<file path="config.mk">
export PLATFORM = sky130hd
export DESIGN_NAME = lagc_ctrl
export DESIGN_NICKNAME = d
export VERILOG_FILES = /design/src/lagc_pkg.sv /design/src/lagc_tmr_if.sv /design/src/lagc_period_timer.sv /design/src/lagc_ctrl.sv
export VERILOG_INCLUDE_DIRS = /design/src
export SDC_FILE = /design/constraint.sdc
export NUM_CORES = 1
export LEC_CHECK = 0
export BUFFER_PORTS_ARGS = -buffer_cell sky130_fd_sc_hd__buf_2
export CORE_MARGIN = 2
export CORE_UTILIZATION = 45
export DETAILED_ROUTE_END_ITERATION = 10
export PLACE_DENSITY_LB_ADDON = 0.15
export SYNTH_ARGS = -nofsm -noshare
export SYNTH_HDL_FRONTEND = slang
export SYNTH_SLANG_ARGS = --single-unit
</file>
<file path="constraint.sdc">
create_clock -name mclk_i -period 6.4 [get_ports mclk_i]
set_input_delay 0.32 -clock mclk_i [delete_from_list [all_inputs] [get_ports mclk_i]]
set_output_delay 0.32 -clock mclk_i [all_outputs]
set_load 0.005 [all_outputs]
</file>
<file path="src/lagc_map.svh">
// register offsets, field positions, reset values and timing bases
`ifndef LAGC_MAP_SVH
`define LAGC_MAP_SVH
`define LAGC_OFS_CTRL1      8'h56
`define LAGC_OFS_CTRL2      8'h57
`define LAGC_OFS_MAXG       8'h58
`define LAGC_OFS_ATK        8'h59
`define LAGC_OFS_DEC        8'h5A
`define LAGC_OFS_NDB        8'h5B
`define LAGC_OFS_GAIN       8'h5D
`define LAGC_RST_CTRL1      8'h00
`define LAGC_RST_CTRL2      8'h00
`define LAGC_RST_MAXG       7'h7F
`define LAGC_RST_TIME       8'h00
`define LAGC_RST_NDB        5'h00
`define LAGC_EN_BIT         7
`define LAGC_MAXG_LIMIT     7'h50
`define LAGC_ATK_SHIFT      5
`define LAGC_DEC_SHIFT      9
`define LAGC_DBN_SHIFT      12
`define LAGC_NTHR_BASE      9'h038
`define LAGC_HYST_OFF       2'h3
`endif

</file>
<file path="src/lagc_pkg.sv">
// types shared by the left gain control modules
package lagc_pkg;
  typedef enum logic [1:0] {LAGC_HOLD, LAGC_ATTACK, LAGC_DECAY} lagc_dir_t;

  typedef struct packed {
    logic        en;
    logic [2:0]  tgt;
    logic [1:0]  hyst;
    logic [4:0]  nthr;
    logic        clip_en;
    logic [6:0]  maxg;
    logic [7:0]  atk;
    logic [7:0]  dec;
    logic [4:0]  ndb;
    logic [6:0]  gain;
    logic [23:0] ncnt;
    logic        noise;
    lagc_dir_t   dir;
    logic [7:0]  rdata;
  } lagc_state_t;

  typedef struct packed {
    logic [23:0] cnt;
    logic        expire;
  } lagc_tmr_state_t;
endpackage

</file>
<file path="src/lagc_tmr_if.sv">
// carrier between the gain control and its sample period timer
`timescale 1ns/100ps
`default_nettype none
interface lagc_tmr_if;
  logic        tick;
  logic        restart;
  logic [23:0] period;
  logic        expire;
  modport ctrl (output tick, output restart, output period, input expire);
  modport tmr  (input tick, input restart, input period, output expire);
endinterface
`default_nettype wire

</file>
<file path="src/lagc_period_timer.sv">
// sample-counting timer that pulses once per programmed period
`timescale 1ns/100ps
`default_nettype none
`include "lagc_map.svh"
module lagc_period_timer
  import lagc_pkg::*;
(
  input  wire logic mclk_i,
  input  wire logic reset_n_i,
  lagc_tmr_if.tmr   t
);
  lagc_tmr_state_t s_q;
  lagc_tmr_state_t s_d;

  // advance only on a sample tick so time scales with fS
  always_comb begin
    s_d        = s_q;
    s_d.expire = 1'b0;
    if (t.restart) begin
      s_d.cnt = 24'h000000;
    end else if (t.tick) begin
      if (s_q.cnt + 24'h000001 >= t.period) begin
        s_d.cnt    = 24'h000000;
        s_d.expire = 1'b1;
      end else begin
        s_d.cnt = s_q.cnt + 24'h000001;
      end
    end
  end

  always_ff @(posedge mclk_i) begin
    if (!reset_n_i) begin
      s_q <= '0;
    end else begin
      s_q <= s_d;
    end
  end

  assign t.expire = s_q.expire;

  property p_expire_on_tick;
    @(posedge mclk_i) disable iff (!reset_n_i)
    s_q.expire |-> $past(t.tick) && !$past(t.restart);
  endproperty
  a_expire_on_tick: assert property (p_expire_on_tick)
    else $error("timer expired without a sample tick");

  property p_expire_at_period;
    @(posedge mclk_i) disable iff (!reset_n_i)
    $rose(s_q.expire) |-> $past(s_q.cnt) + 24'h000001 >= $past(t.period);
  endproperty
  a_expire_at_period: assert property (p_expire_at_period)
    else $error("timer expired before its period");
endmodule
`default_nettype wire

</file>
<file path="src/lagc_ctrl.sv">
// left channel automatic gain control with its parameter registers
// Operation
// gain control runs only while enable bit 7 of first register is set.
// three-bit target picks -5.5 to -24 dB output level.
// two-bit hysteresis gives 1, 2, 4 dB dead band or none.
// noise threshold code 0 disables detection; else -30 dB minus 2 dB steps.
// bit 0 of second register enables clip stepping.
// seven-bit ceiling limits gain in 0.5 dB steps, resets all ones.
// software must not write ceiling codes above 40 dB.
// attack base time is (2N+1) times 32 sample periods.
// attack multiplier scales attack time by two to the M.
// decay base time is (2N+1) times 512 sample periods.
// decay multiplier scales decay time by two to the M.
// noise must persist for the debounce time before control reacts.
// reserved bits take reset value on write and read as zero.
// all timing counts audio samples, so it scales with sample rate.
`timescale 1ns/100ps
`default_nettype none
`include "lagc_map.svh"
module lagc_ctrl
  import lagc_pkg::*;
(
  input  wire logic       mclk_i,
  input  wire logic       reset_n_i,
  input  wire logic       sample_tick_i,
  input  wire logic [7:0] level_i,
  input  wire logic       clip_i,
  input  wire logic [7:0] reg_addr_i,
  input  wire logic       reg_wr_i,
  input  wire logic [7:0] reg_wdata_i,
  input  wire logic       reg_rd_i,
  output logic      [7:0] reg_rdata_o,
  output logic      [6:0] gain_o,
  output logic            noise_o
);
  lagc_state_t s_q;
  lagc_state_t s_d;
  lagc_tmr_if  tmr ();

  // target level as attenuation in half dB
  function automatic logic [8:0] tgt_att(input logic [2:0] c);
    case (c)
      3'h0:    tgt_att = 9'h00B;
      3'h1:    tgt_att = 9'h010;
      3'h2:    tgt_att = 9'h014;
      3'h3:    tgt_att = 9'h018;
      3'h4:    tgt_att = 9'h01C;
      3'h5:    tgt_att = 9'h022;
      3'h6:    tgt_att = 9'h028;
      default: tgt_att = 9'h030;
    endcase
  endfunction

  // dead band in half dB, none for code 3
  function automatic logic [8:0] hyst_hd(input logic [1:0] c);
    case (c)
      2'h0:    hyst_hd = 9'h002;
      2'h1:    hyst_hd = 9'h004;
      2'h2:    hyst_hd = 9'h008;
      default: hyst_hd = 9'h000;
    endcase
  endfunction

  // debounce length in samples
  function automatic logic [23:0] dbn_len(input logic [4:0] c);
    if (c == 5'h00) begin
      dbn_len = 24'h000000;
    end else if (c <= 5'h0B) begin
      dbn_len = 24'h000004 << (c - 5'h01);
    end else begin
      dbn_len = (24'(c) - 24'h00000A) << `LAGC_DBN_SHIFT;
    end
  endfunction

  logic [8:0]  out_att;
  logic [8:0]  lo_bound;
  logic [8:0]  hi_bound;
  logic        loud;
  logic        quiet;
  logic        below_thr;
  lagc_dir_t   want;

  // level comparisons against target window and noise floor
  always_comb begin
    out_att  = {1'b0, level_i} - {2'h0, s_q.gain};
    lo_bound = tgt_att(s_q.tgt) - hyst_hd(s_q.hyst);
    hi_bound = tgt_att(s_q.tgt) + hyst_hd(s_q.hyst);
    loud     = level_i < {2'h0, s_q.gain} || out_att < lo_bound;
    quiet    = !loud && out_att > hi_bound;
    below_thr = s_q.nthr != 5'h00 &&
                {1'b0, level_i} >
                `LAGC_NTHR_BASE + {2'h0, s_q.nthr, 2'h0};
    if (!s_q.en) begin
      want = LAGC_HOLD;
    end else if (loud && s_q.gain != 7'h00) begin
      want = LAGC_ATTACK;
    end else if (quiet && !s_q.noise && s_q.gain < s_q.maxg) begin
      want = LAGC_DECAY;
    end else begin
      want = LAGC_HOLD;
    end
  end

  // step period from the direction being timed
  assign tmr.tick    = sample_tick_i;
  assign tmr.restart = want != s_q.dir || want == LAGC_HOLD;
  assign tmr.period  = (want == LAGC_ATTACK)
    ? 24'({s_q.atk[7:3], 1'b1}) << (`LAGC_ATK_SHIFT + s_q.atk[2:0])
    : 24'({s_q.dec[7:3], 1'b1}) << (`LAGC_DEC_SHIFT + s_q.dec[2:0]);

  lagc_period_timer lagc_period_timer_i (
    .mclk_i    (mclk_i),
    .reset_n_i (reset_n_i),
    .t         (tmr)
  );

  // next state: register writes, gain stepping, noise debounce, reads
  always_comb begin
    s_d     = s_q;
    s_d.dir = want;
    if (reg_wr_i) begin
      case (reg_addr_i)
        `LAGC_OFS_CTRL1: begin
          s_d.en  = reg_wdata_i[`LAGC_EN_BIT];
          s_d.tgt = reg_wdata_i[6:4];
        end
        `LAGC_OFS_CTRL2: begin
          s_d.hyst    = reg_wdata_i[7:6];
          s_d.nthr    = reg_wdata_i[5:1];
          s_d.clip_en = reg_wdata_i[0];
        end
        `LAGC_OFS_MAXG: s_d.maxg = reg_wdata_i[6:0];
        `LAGC_OFS_ATK:  s_d.atk  = reg_wdata_i;
        `LAGC_OFS_DEC:  s_d.dec  = reg_wdata_i;
        `LAGC_OFS_NDB:  s_d.ndb  = reg_wdata_i[4:0];
        default: ;
      endcase
    end
    // noise must hold for the debounce length before gain stops rising
    if (!below_thr) begin
      s_d.ncnt  = 24'h000000;
      s_d.noise = 1'b0;
    end else if (s_q.ncnt >= dbn_len(s_q.ndb)) begin
      s_d.noise = 1'b1;
    end else if (sample_tick_i) begin
      s_d.ncnt = s_q.ncnt + 24'h000001;
    end
    // clip stepping wins over timed steps so peaks fall fast
    if (!s_q.en) begin
      s_d.gain = 7'h00;
    end else if (sample_tick_i && clip_i && s_q.clip_en &&
                 s_q.gain != 7'h00) begin
      s_d.gain = s_q.gain - 7'h01;
    end else if (tmr.expire && s_q.dir == LAGC_ATTACK &&
                 s_q.gain != 7'h00) begin
      s_d.gain = s_q.gain - 7'h01;
    end else if (tmr.expire && s_q.dir == LAGC_DECAY &&
                 s_q.gain < s_q.maxg) begin
      s_d.gain = s_q.gain + 7'h01;
    end
    // a lowered ceiling pulls the gain down at once
    if (s_q.gain > s_q.maxg) begin
      s_d.gain = s_q.maxg;
    end
    // reserved bits read as zero
    s_d.rdata = 8'h00;
    if (reg_rd_i) begin
      case (reg_addr_i)
        `LAGC_OFS_CTRL1: s_d.rdata = {s_q.en, s_q.tgt, 4'h0};
        `LAGC_OFS_CTRL2: s_d.rdata = {s_q.hyst, s_q.nthr, s_q.clip_en};
        `LAGC_OFS_MAXG:  s_d.rdata = {1'b0, s_q.maxg};
        `LAGC_OFS_ATK:   s_d.rdata = s_q.atk;
        `LAGC_OFS_DEC:   s_d.rdata = s_q.dec;
        `LAGC_OFS_NDB:   s_d.rdata = {3'h0, s_q.ndb};
        `LAGC_OFS_GAIN:  s_d.rdata = {1'b0, s_q.gain};
        default:         s_d.rdata = 8'h00;
      endcase
    end
  end

  always_ff @(posedge mclk_i) begin
    if (!reset_n_i) begin
      s_q      <= '0;
      s_q.maxg <= `LAGC_RST_MAXG;
      s_q.dir  <= LAGC_HOLD;
    end else begin
      s_q <= s_d;
    end
  end

  assign reg_rdata_o = s_q.rdata;
  assign gain_o      = s_q.gain;
  assign noise_o     = s_q.noise;

  property p_off_zero_gain;
    @(posedge mclk_i) disable iff (!reset_n_i)
    !s_q.en |=> s_q.gain == 7'h00;
  endproperty
  a_off_zero_gain: assert property (p_off_zero_gain)
    else $error("gain not zero while control disabled");

  property p_gain_ceiling;
    @(posedge mclk_i) disable iff (!reset_n_i)
    $stable(s_q.maxg) |-> s_q.gain <= s_q.maxg;
  endproperty
  a_gain_ceiling: assert property (p_gain_ceiling)
    else $error("gain above ceiling");

  property p_maxg_reset;
    @(posedge mclk_i)
    $rose(reset_n_i) |-> s_q.maxg == `LAGC_RST_MAXG;
  endproperty
  a_maxg_reset: assert property (p_maxg_reset)
    else $error("ceiling reset value wrong");

  property p_clip_step;
    @(posedge mclk_i) disable iff (!reset_n_i)
    s_q.en && sample_tick_i && clip_i && s_q.clip_en &&
      s_q.gain != 7'h00 && s_q.gain <= s_q.maxg
      |=> s_q.gain == $past(s_q.gain) - 7'h01;
  endproperty
  a_clip_step: assert property (p_clip_step)
    else $error("clip step missing");

  property p_noise_off;
    @(posedge mclk_i) disable iff (!reset_n_i)
    s_q.nthr == 5'h00 |=> !s_q.noise;
  endproperty
  a_noise_off: assert property (p_noise_off)
    else $error("noise flagged with detection off");

  property p_noise_debounce;
    @(posedge mclk_i) disable iff (!reset_n_i)
    $rose(s_q.noise) |-> $past(s_q.ncnt) >= dbn_len($past(s_q.ndb));
  endproperty
  a_noise_debounce: assert property (p_noise_debounce)
    else $error("noise flagged before debounce");

  property p_rsvd_zero;
    @(posedge mclk_i) disable iff (!reset_n_i)
    reg_rd_i && reg_addr_i == `LAGC_OFS_CTRL1 |=> reg_rdata_o[3:0] == 4'h0;
  endproperty
  a_rsvd_zero: assert property (p_rsvd_zero)
    else $error("reserved bits read nonzero");

  c_attack: cover property (@(posedge mclk_i) disable iff (!reset_n_i)
    s_q.dir == LAGC_ATTACK && tmr.expire);
  c_decay: cover property (@(posedge mclk_i) disable iff (!reset_n_i)
    s_q.dir == LAGC_DECAY && tmr.expire);
  c_noise: cover property (@(posedge mclk_i) disable iff (!reset_n_i)
    $rose(s_q.noise));
endmodule
`default_nettype wire

</file>
# After elaboration in Yosys (flattened, before gate mapping)
# Cells that the tools add are included.
[totals]
inputBits = 30
out_inout_bits = 16
word_cells = 113
register_bits = 107
[classes]
shift = 3
reduce_logical = 33
bitwise_logic = 3
n_mux = 17
magnitude_cmp = 9
add_sub_neg = 12
eq_ne = 20
[ops]
columns = ["operator", "count"]
rows = [
  ["24-bit two-way mux", 5],
  ["8-bit by 7-bit == test with 1-bit output, second input constant", 7],
  ["8-bit case mux with 7 select lines", 1],
  ["24-bit by 1-bit adder with 24-bit output, second input constant", 2],
  ["24-bit greater-or-equal comparator", 2],
  ["6-bit case mux with 7 select lines", 1],
  ["7-bit two-way mux", 5],
  ["3-bit by 5-bit << shifter with 24-bit output, first input constant", 1],
  ["6-bit by 4-bit << shifter with 24-bit output", 1],
  ["6-bit by 5-bit << shifter with 24-bit output", 1],
  ["2-bit AND reduction", 9],
  ["1-bit logical AND", 12],
  ["4-bit case mux with 3 select lines", 1],
  ["9-bit adder", 1],
  ["3-bit == test, second input constant", 3],
  ["9-bit greater-than comparator", 1],
  ["9-bit less-than comparator", 1],
  ["8-bit by 7-bit subtractor with 9-bit output", 1],
  ["9-bit subtractor", 1],
  ["6-bit by 7-bit adder with 8-bit output, first input constant", 1],
  ["8-bit greater-than comparator", 1],
  ["8-bit by 7-bit less-than comparator with 1-bit output", 1],
  ["7-bit by 1-bit adder with 7-bit output, second input constant", 1],
  ["7-bit greater-than comparator", 1],
  ["other kinds (25)", 36],
]

# Longest topological paths before layout
# Gate-level depths: netlist of run 1.
[depth]
word_depth = 16
ltp_mapped = 26
depth_no_buf = 23

# Hierarchy
# Synthesis of run 1 repeated with hierarchy kept, for this count alone.
[hier_totals]
cells_unflattened = 1193
hier_area_um2 = 9349.0
[modules_own_cells]
columns = ["mod", "cells_each", "seq_area_each_um2", "area_per_inst_um2", "instances"]
rows = [
  ["lagc_ctrl", 911, 1641.6, 7263.2, 1],
  ["lagc_period_timer", 282, 500.5, 2085.8, 1],
]

# Least setup slack after synthesis of run 1
# Ideal clock, no wire load.
[synth_path]
kind = "register -> register"
startpoint = "reg s_q[79] (netlist name)"
endpoint = "reg lagc_period_timer_i.s_q[10] (netlist name)"
t_arrival_ns = 5.405
required_time_ns = 6.262
setup_time_ns = 0.138
period_less_slack_ns = 5.542
n_path_buf = 4
setup_slack_ns = 0.858
stages_incl_launch_ff = 24
path_cell_list = "dfxtp_1 -> clkbuf_1 -> nor2b_1 -> xnor2_1 -> ha_1 -> clkbuf_1 -> a21o_1 -> or4_1 -> ha_1 -> o2111a_1 -> nand2_1 -> a21oi_1 -> a2111o_1 -> a21oi_1 -> buf_4 -> mux2i_1 -> ha_1 -> and4_1 -> nand3_1 -> nor3_1 -> a211oi_1 -> o31ai_1 -> clkbuf_1 -> a211oi_1"
[synth_between]
elab_chain_cells = 16
elab_cells_between_ends = 29
classes_between = "add/sub: 2; order compare: 3; eq/ne: 8; mux: 6; reduce/logical: 10"
[synth_lines]
columns = ["element", "line", "text"]
rows = [
  ["from (decl)", "lagc_ctrl.sv:36", "lagc_state_t s_q;"],
  ["3-bit == test (tied with other cells)", "lagc_ctrl.sv:42", "case (c)"],
  ["6-bit case mux with 7 select lines (*)", "lagc_ctrl.sv:42", ""],
  ["9-bit subtractor", "lagc_ctrl.sv:86", "lo_bound = tgt_att(s_q.tgt) - hyst_hd(s_q.hyst);"],
  ["9-bit less-than comparator", "lagc_ctrl.sv:88", "loud = level_i < {2'h0, s_q.gain} || out_att < lo_bound;"],
  ["1-bit logical OR", "lagc_ctrl.sv:88", ""],
  ["1-bit zero test", "lagc_ctrl.sv:89", "quiet = !loud && out_att > hi_bound;"],
  ["1-bit logical AND", "lagc_ctrl.sv:89", ""],
  ["1-bit logical AND (2 in a row)", "lagc_ctrl.sv:97", "end else if (quiet && !s_q.noise && s_q.gain < s_q.maxg) begin"],
  ["2-bit two-way mux", "lagc_ctrl.sv:97", ""],
  ["2-bit two-way mux (*)", "lagc_ctrl.sv:95", "end else if (loud && s_q.gain != 7'h00) begin"],
  ["2-bit two-way mux (*)", "lagc_ctrl.sv:93", "if (!s_q.en) begin"],
  ["2-bit by 1-bit == test with 1-bit output", "lagc_ctrl.sv:107", "assign tmr.period = (want == LAGC_ATTACK)"],
  ["24-bit two-way mux", "lagc_ctrl.sv:107", ""],
  ["24-bit greater-or-equal comparator", "lagc_period_timer.sv:22", "if (s_q.cnt + 24'h000001 >= t.period) begin"],
  ["24-bit two-way mux", "lagc_period_timer.sv:22", ""],
  ["to (signal assigned)", "lagc_period_timer.sv:33", "s_q <= '0;"],
  ["to (signal assigned)", "lagc_period_timer.sv:35", "s_q <= s_d;"],
  ["to (decl)", "lagc_period_timer.sv:12", "lagc_tmr_state_t s_q;"],
]
# Mark *: on every way between the ends. The rest lies on a longest branch, timed or not.
# A chain may end at the register's enable or synchronous reset.

# Worst setup path in the final report of run 1
[layout_path]
startpoint = "reg s_q (netlist bit gain_o[0])"
endpoint = "reg lagc_period_timer_i.s_q[11] (netlist name)"
[layout_between]
elab_chain_cells = 14
elab_cells_between_ends = 23
classes_between = "add/sub: 1; order compare: 5; eq/ne: 2; mux: 5; reduce/logical: 10"
[layout_lines]
columns = ["element", "line", "text"]
rows = [
  ["8-bit by 7-bit subtractor with 9-bit output", "lagc_ctrl.sv:85", "out_att = {1'b0, level_i} - {2'h0, s_q.gain};"],
  ["9-bit less-than comparator", "lagc_ctrl.sv:88", ""],
  ["1-bit logical OR", "lagc_ctrl.sv:88", ""],
  ["1-bit zero test", "lagc_ctrl.sv:89", ""],
  ["1-bit logical AND", "lagc_ctrl.sv:89", ""],
  ["1-bit logical AND (2 in a row)", "lagc_ctrl.sv:97", ""],
  ["2-bit two-way mux", "lagc_ctrl.sv:97", ""],
  ["2-bit two-way mux (*)", "lagc_ctrl.sv:95", ""],
  ["2-bit two-way mux (*)", "lagc_ctrl.sv:93", ""],
  ["2-bit by 1-bit == test with 1-bit output", "lagc_ctrl.sv:107", ""],
  ["24-bit two-way mux", "lagc_ctrl.sv:107", ""],
  ["24-bit greater-or-equal comparator", "lagc_period_timer.sv:22", ""],
  ["24-bit two-way mux", "lagc_period_timer.sv:22", ""],
]
# Marked as above.

==> summary.md, run 1 <==
| Metric | Value |
|---|---|
| Outcome | complete, no violations |
| Clk sink count | ~110 |
| CP startpoint kind | flip-flop |
| Reg-to-reg setup timing slack | 0.59 ns |
| CTS Buf Count | 9 |
| FFs w/ async S/R, synth | 0 |
| Flop pwr share | 0.485 |
| Clk pwr share | 0.442 |
| Cell variety after synth | 73 |
| Psw | around 0.00035 W |
| Ys flop type | dfxtp_1 |
| I/O pins | 46 |
| Worst Skew | 0.0100 ns |
| Combinational power share | 0.073 |
| Seq cells post-synth | approximately 110 |
| ANT nets after route | 0 |
| GR Overflow Total | 0 |
| Overall Global Routing Usage | 0.234 |
| Syn_area_per_cell | 7.93 um2 |
| Hold Path Class | in2reg |
| Peak supply drop | about 120 uV |
| Power Density | 137 mW/mm2 |
| Post-synth EDFFs | 0 |
| P_leak | between 4 and 5 nW |
| Final setup fails | 0 |
| Iter 0 DRT Violations | 487 |
| RR Endpoint | lagc_period_timer_i.s_q[11] |
| Final Cycle Share | 0.908 |
| Mean routed wirelength per cell | 17.4 um |
| WHS | 0.290 ns |
| Min Tclk post-route | about 5.8 ns |
| Post-DP HPWL | a little under 20 mm |
| Fill count | 1963 |
| Buffers on Ports | 45 |
| Largest net degree at the start of global routing | 50 |
| Non-filler cells, final | 1443 |
| Vias | 8382 |
| Die height | 148 um |
| Worst R2R Start | gain_o[0] |
| Inst Count DP | 1427 |
| N_diodes | 0 |
| Vias in the first global route | 7982 |
| Initial Util | 0.460 |
| Crit path DAT | 6.08 ns |
| Max Root-Sink Buffers | 2 |
| Max-slew violation count | 0 |
| Cells on worst reg2reg path | 24 |
| Routability Congestion | 0.935 |
| Post-Syn Instances | between 1000 and 1500 |
| Row count | 52 |
| Internal cell power | about 0.001 W |
| DRT Pass-1 Iters | 5 |
| Final Core Density | 0.491 |
| Number of hold buffers added after CTS | 0 |
| Worst-path clk slew | approximately 0.080 ns |
| Hold Vio Cnt, Final | 0 |
| Hold endpoint | s_q[63] |
| Placed instance area | about 0.0097 mm2 |
| Crit-path max FO | 17 |
| Max Freq | 172 MHz |
| H-tree depth | 3 |
| Die width | around 150 um |
| First-pass GRT wire length | 41.6 mm |
| Routed wire length | 25.2 mm |
| Least-Margin Pin Slew | 1.08 ns |
| Post CTS Setup Buffer Count | 0 |
| Max-Cap Viols | 0 |
| Slew Limit Headroom | 0.282 |
| Die area | 0.0220 mm2 |
| Initial antenna violation count | 0 |
| Crit end category | flip-flop |
| Vias per cell | 5.81 |
| Worst Hold Path Cells | 3 |
| Clock root buffer | clkbuf_16 |
| Yosys warnings | 0 |
| Hold Startpoint | reg_wdata_i[0] |
| Layout cell share with drive strength beyond 1 | 0.0887 |
| Largest stage delay on the critical path | ~0.54 ns |
| Resized cells post-CTS | 0 |
| CORE AREA | a little over 0.02 mm2 |
| CP Cell Sequence | ha_1 -> inv_1 -> fa_1 -> a211oi_1 -> nor2_1 -> o21a_1 -> nor2_1 -> xnor2_1 -> ha_1 -> o2111a_1 -> nand2_1 -> a21oi_1 -> a2111o_1 -> a21oi_4 -> buf_4 -> mux2i_1 -> ha_1 -> a21o_1 -> a21oi_1 -> a21oi_1 -> a211oi_1 -> o31ai_4 -> buf_4 -> a211oi_1 |
| Design Area, Final | between 0.009 and 0.01 mm2 |
| Drt drc | 0 |
| RSZ-0062 raised after global routing | false |
| Syn Nets | 1315 |
| Setup Total Neg Slack | 0 ns |
| Worst path slowest cell | dfxtp_1 |
| Crit path required time | between 6 and 7 ns |
| Clk_lat worst skew | 0.36 ns |
| Setup CP Type | reg2reg |
| Cell Area, Synth | between 0.009 and 0.01 mm2 |
| Sw frac | 0.253 |
| Post-synthesis sequential area ratio | 0.229 |
| Layout Nets | 1302 |
| P&R area growth vs syn | 6.72% |
| Beginning of the critical path | gain_o[0] |
| CTS tree | done |
cells in the mapped netlist, types with 26 or more instances:
library cell | n | share of area
clkbuf_1 | 51 | 0.020
mux2i_1 | 63 | 0.067
dfxtp_1 | 107 | 0.23
nand3_1 | 64 | 0.034
nor2_1 | 110 | 0.044
xnor2_1 | 27 | 0.025
nand4_1 | 26 | 0.017
ha_1 | 101 | 0.13
inv_1 | 45 | 0.018
xor2_1 | 35 | 0.033
o21ai_0 | 30 | 0.016
nand2_1 | 102 | 0.041
a21oi_1 | 79 | 0.042
a211oi_1 | 37 | 0.030
cells by family after synthesis:
group | Yosys count | synth area share
buffers and inverters | 131 | 0.0628
adders and majority gates | 105 | 0.142
xor gates and xnor gates | 62 | 0.0580
and+or+nand+nor | 429 | 0.232
muxes | 78 | 0.0853
AOI/OAI and AO/OA | 269 | 0.191
DFF | 107 | 0.229
worst max-delay path by stage:
stage,to,slack (ns)
final,lagc_period_timer_i.s_q[11],0.59
after global routing,lagc_period_timer_i.s_q[15],0.15
after CTS,lagc_period_timer_i.s_q[11],0.39
after detailed placement,lagc_period_timer_i.s_q[16],0.42
after global placement,lagc_period_timer_i.s_q[9],0.51
after floorplan,lagc_period_timer_i.s_q[10],0.86
layout make-up:
type	instances	area (um2)	area share
well taps	270	338	0.0338
multi-input cells	943	6680	0.668
inverters	45	169	0.0169
clock inverters	6	82.6	0.00826
repair buffers	62	353	0.0353
flip-flops and latches	107	2140	0.214
clock buffers	10	239	0.0239
routing by layer:
metal	up-vias	wire, um	global-route usage
li1	4282	-	-
met1	3918	12200	0.327
met2	155	11600	0.383
met3	27	897	0.0258
met4	0	431	0.0648
met5	-	0	0
cells in the final DEF, fill, tap and decap left out, types with 4 or more instances in the layout:
cell type	count
o31ai_1	20
and4_1	8
and3_1	14
o21a_1	7
a211oi_1	37
a221oi_1	5
or4b_1	4
inv_1	45
mux2_2	15
xnor2_1	27
nand2b_1	14
nor2_1	110
nand3_1	64
nor2b_1	12
nand4_1	26
clkbuf_16	9
o41ai_1	4
nor3_1	18
buf_4	17
buf_2	45
o21ai_0	30
a21oi_1	78
ha_1	101
nand3b_1	6
o211ai_1	13
xor2_1	35
nor4_1	5
dfxtp_1	107
o31a_1	4
a21boi_0	4
mux2i_1	63
or4_1	18
a22oi_1	13
nand2_1	102
a21o_1	22
or3_1	8
state kept, by name (all words and copies together) (netlist names):
register / flops
reg_rdata_o: 8
lagc_period_timer_i.s_q: 24
noise_o: 1
lagc_period_timer_i.t.expire: 1
gain_o: 7
s_q: 66
worst max-delay path: cells and delay by family (launching register included):
kind	cells	cell delay, ns
muxes	1	0.21
AOI/OAI and AO/OA	12	2.75
buffers and inverters	3	0.55
and+or+nand+nor	3	0.28
xor gates and xnor gates	1	0.18
DFF	1	0.54
adders and majority gates	4	1.21
metrics by stage:
step	setup WS, ns	total power, W
global placement	0.505	0.000779
floorplan	0.858	0.000742
global route	0.152	0.00142
CTS	0.395	0.00139
detailed placement	0.422	0.000780
finish	0.591	0.00137
power groups by stage:
stage                     Combinational (W)  Clock (W)  Sequential [W]
after floorplan                   0.0000603          0        0.000681
after global placement            0.0000973          0        0.000682
after detailed placement          0.0000978          0        0.000682
after CTS                         0.0000981   0.000621        0.000666
after global routing               0.000112   0.000642        0.000666
final                             0.0000998   0.000606        0.000666
Power figures use the tool's default switching activity.
==> inputs of run 2 (changes only) <==
Settings changed: CELL_PAD_IN_SITES_DETAIL_PLACEMENT from default to 0, CELL_PAD_IN_SITES_GLOBAL_PLACEMENT from default to 1, HOLD_SLACK_MARGIN from default to 0.1.
==> run 2 against run 1 <==
Compared with the run above: utilization is 0.068 points lower; clock skew grew 0.011 ns; sequential share of layout area about the same; routed wire length up 3.5%; register-to-register slack is essentially flat; final cell count down 0.28%; clock power up 2%; combinational power decreased by 2.2%; power rose by 0.79%; critical endpoint is now lagc_period_timer_i.s_q[19]; largest power group unchanged; highest routed layer unchanged.
==> summary.md, run 2 (synthesized netlist as in run 1, its figures left out) <==
| Metric | Value |
|---|---|
| Top reg by flops | s_q |
| Multi-input gate area | 0.00669 mm2 (+0.28%) |
| Vias per cell | 5.87 (+1.1%) |
| FF/Latch Area | 0.00214 mm2 (unchanged) |
| First-pass GRT wire length | 41.7 mm (+0.26%) |
| Die height | 148 um (unchanged) |
| Fill count | 2039 (+3.9%) |
| Clk sink count | 107 (unchanged) |
| Vias | 8450 (+0.81%) |
| Buffers on Ports | 45 (unchanged) |
| Routability Congestion | 0.871 (-6.8%) |
| Max Freq | 172 MHz (+0.15%) |
| H-tree depth | 3 (unchanged) |
| Power Density | 139 mW/mm2 (+0.93%) |
| P_leak | 4.00 nW (-0.40%) |
| Post CTS Setup Buffer Count | 0 (unchanged) |
| Final setup fails | 0 (unchanged) |
| Critical path's top delay family | compound AO/OA/AOI/OAI gates |
| P&R area growth vs syn | 6.57% |
| Max-slew violation count | 0 (unchanged) |
| Drt drc | 0 (unchanged) |
| Post-DP HPWL | 19.4 mm (about the same) |
| ANT nets after route | 0 (unchanged) |
| Vias in the first global route | 7734 (-3.1%) |
| Resized cells post-CTS | 0 (unchanged) |
| CP Cell Sequence | xor2_1 -> nor2b_1 -> inv_1 -> fa_1 -> inv_1 -> a21o_1 -> or4_1 -> a21boi_0 -> ha_1 -> o2111a_1 -> nand2_1 -> a21oi_1 -> a2111o_1 -> a21oi_2 -> buf_4 -> and3_1 -> ha_1 -> nand2b_1 -> a211oi_1 -> o21ai_0 -> a211oi_2 -> o31ai_4 -> a211oi_1 |
| Final Cycle Share | 0.906 (-0.00135) |
| Final WS setup | 0.600 ns (+0.00866 ns) |
| Die width | 148 um (unchanged) |
| Hold Path Class | in2reg |
| Worst path slowest cell | dfxtp_1 |
| CORE AREA | 0.0204 mm2 (unchanged) |
| Clk_lat worst skew | 0.38 ns (+0.02 ns) |
| GR Overflow Total | 0 (unchanged) |
| Die area | 0.0220 mm2 (unchanged) |
| Least-Margin Pin Slew | 1.12 ns (+0.0406 ns) |
| Mean routed wirelength per cell | 18.1 um (+3.7%) |
| CP Buf/Inv Count | 3 (unchanged) |
| Row count | 52 (unchanged) |
| CTS tree | done |
| Largest stage delay on the critical path | 0.60 ns (+0.06 ns) |
| Routed wire length | 26.0 mm (+3.5%) |
| Hold Vio Cnt, Final | 0 (unchanged) |
| Clock root buffer | clkbuf_16 |
| Number of hold buffers added after CTS | 0 (unchanged) |
| Max-Cap Viols | 0 (unchanged) |
| Max Root-Sink Buffers | 2 (unchanged) |
| Setup CP Type | reg2reg |
| Iter 0 DRT Violations | 624 (+28%) |
| Final Core Density | 0.490 (-0.000676) |
| Initial antenna violation count | 0 (unchanged) |
| Layout Nets | 1298 (-0.31%) |
| Initial Util | 0.460 (unchanged) |
| Crit end category | flip-flop |
| I/O pins | 46 (unchanged) |
| Worst-path clk slew | 0.09 ns (about the same) |
| Overall Global Routing Usage | 0.236 (+0.00248) |
| Peak supply drop | 145 uV (+18%) |
| Layout cell share with drive strength beyond 1 | 0.0864 (-0.00226) |
| Slew Limit Headroom | 0.255 (-0.0267) |
| Commonest cells after routing, fill and taps aside | 110 x nor2_1, 107 x dfxtp_1, 102 x nand2_1 |
| DRT Pass-1 Iters | 5 (unchanged) |
| Max reg flops | 66 (unchanged) |
| Crit path DAT | 6.08 ns (about the same) |
| Min Tclk post-route | 5.80 ns (-0.00866 ns) |
| Outcome | complete, no violations |
| Commonest non-fill, non-tap cell in the layout | nor2_1 |
| Worst Skew | 0.0213 ns (+0.0112 ns) |
| Largest net degree at the start of global routing | 50 (unchanged) |
| Crit-path max FO | 25 (+8) |
| CP startpoint kind | flip-flop |
| Crit path required time | 6.68 ns (about the same) |
| N_diodes | 0 (unchanged) |
| CTS Buf Count | 9 (unchanged) |
| Post-place setup slack | 0.371 ns (-0.0516 ns) |
[run 2: cell types whose count changed in the layout (fill, tap and decap cells not counted), sizes merged]
cell and change:
buf -5, bufinv -1, clkbuf -1, clkinv +2, clkinvlp -1, inv +1, o31ai +1
[run 2: layout make-up]
| cell class | count | share of cell area |
|---|---|---|
| well taps | 270 | 0.0338 |
| clock inverters | 7 | 0.0102 |
| multi-input cells | 944 | 0.670 |
| repair buffers | 57 | 0.0316 |
| flip-flops and latches | 107 | 0.215 |
| inverters | 45 | 0.0169 |
| clock buffers | 9 | 0.0226 |
[run 2: final timing paths]
kind | slack (ns) | cells after the start | to | startpoint
setup reg to reg | 0.60 | 23 | lagc_period_timer_i.s_q[19] | s_q[80]
hold reg to reg | 0.50 | 2 | s_q[34] | s_q[34]
setup / recovery | 0.60 | 23 | lagc_period_timer_i.s_q[19] | s_q[80]
hold / removal | 0.27 | 3 | s_q[61] | reg_wdata_i[6]
[run 2: where the power goes]
part / leakage (nW) / internal (W) / switching (W)
Clock: 0.157 / 0.000290 / 0.000329
Sequential: 0.862 / 0.000665 / 0.000000687
Combinational: 2.98 / 0.0000349 / 0.0000626
Total: 4.00 / 0.000990 / 0.000392
[run 2: worst min-delay path: stages]
cell     delay (ns)
buf_2          0.15
nand3_1        0.08
a21oi_1        0.05
[run 2: stage by stage]
| step | cells | hold WS, ns | TNS, ns | instance area (um2) | power, W |
|---|---|---|---|---|---|
| 4_1_cts | 1438 | 0.262 | 0 | 9960 | 0.00140 |
| 2_1_floorplan | 1181 | 0.444 | 0 | 9370 | 0.000742 |
| 3_5_place_dp | 1422 | 0.490 | 0 | 9630 | 0.000778 |
| 5_1_grt | 1439 | 0.272 | -0.000459 | 9980 | 0.00143 |
| 3_3_place_gp | 1422 | 0.483 | 0 | 9630 | 0.000778 |
| 6_report | 1439 | 0.270 | 0 | 9980 | 0.00138 |
[run 2: per-layer routing]
layer	global-route usage	vias up	routed length [um]
li1	-	4285	-
met1	0.356	3988	13200
met2	0.361	158	11400
met3	0.0282	19	1130
met4	0.0510	0	335
met5	0	-	0
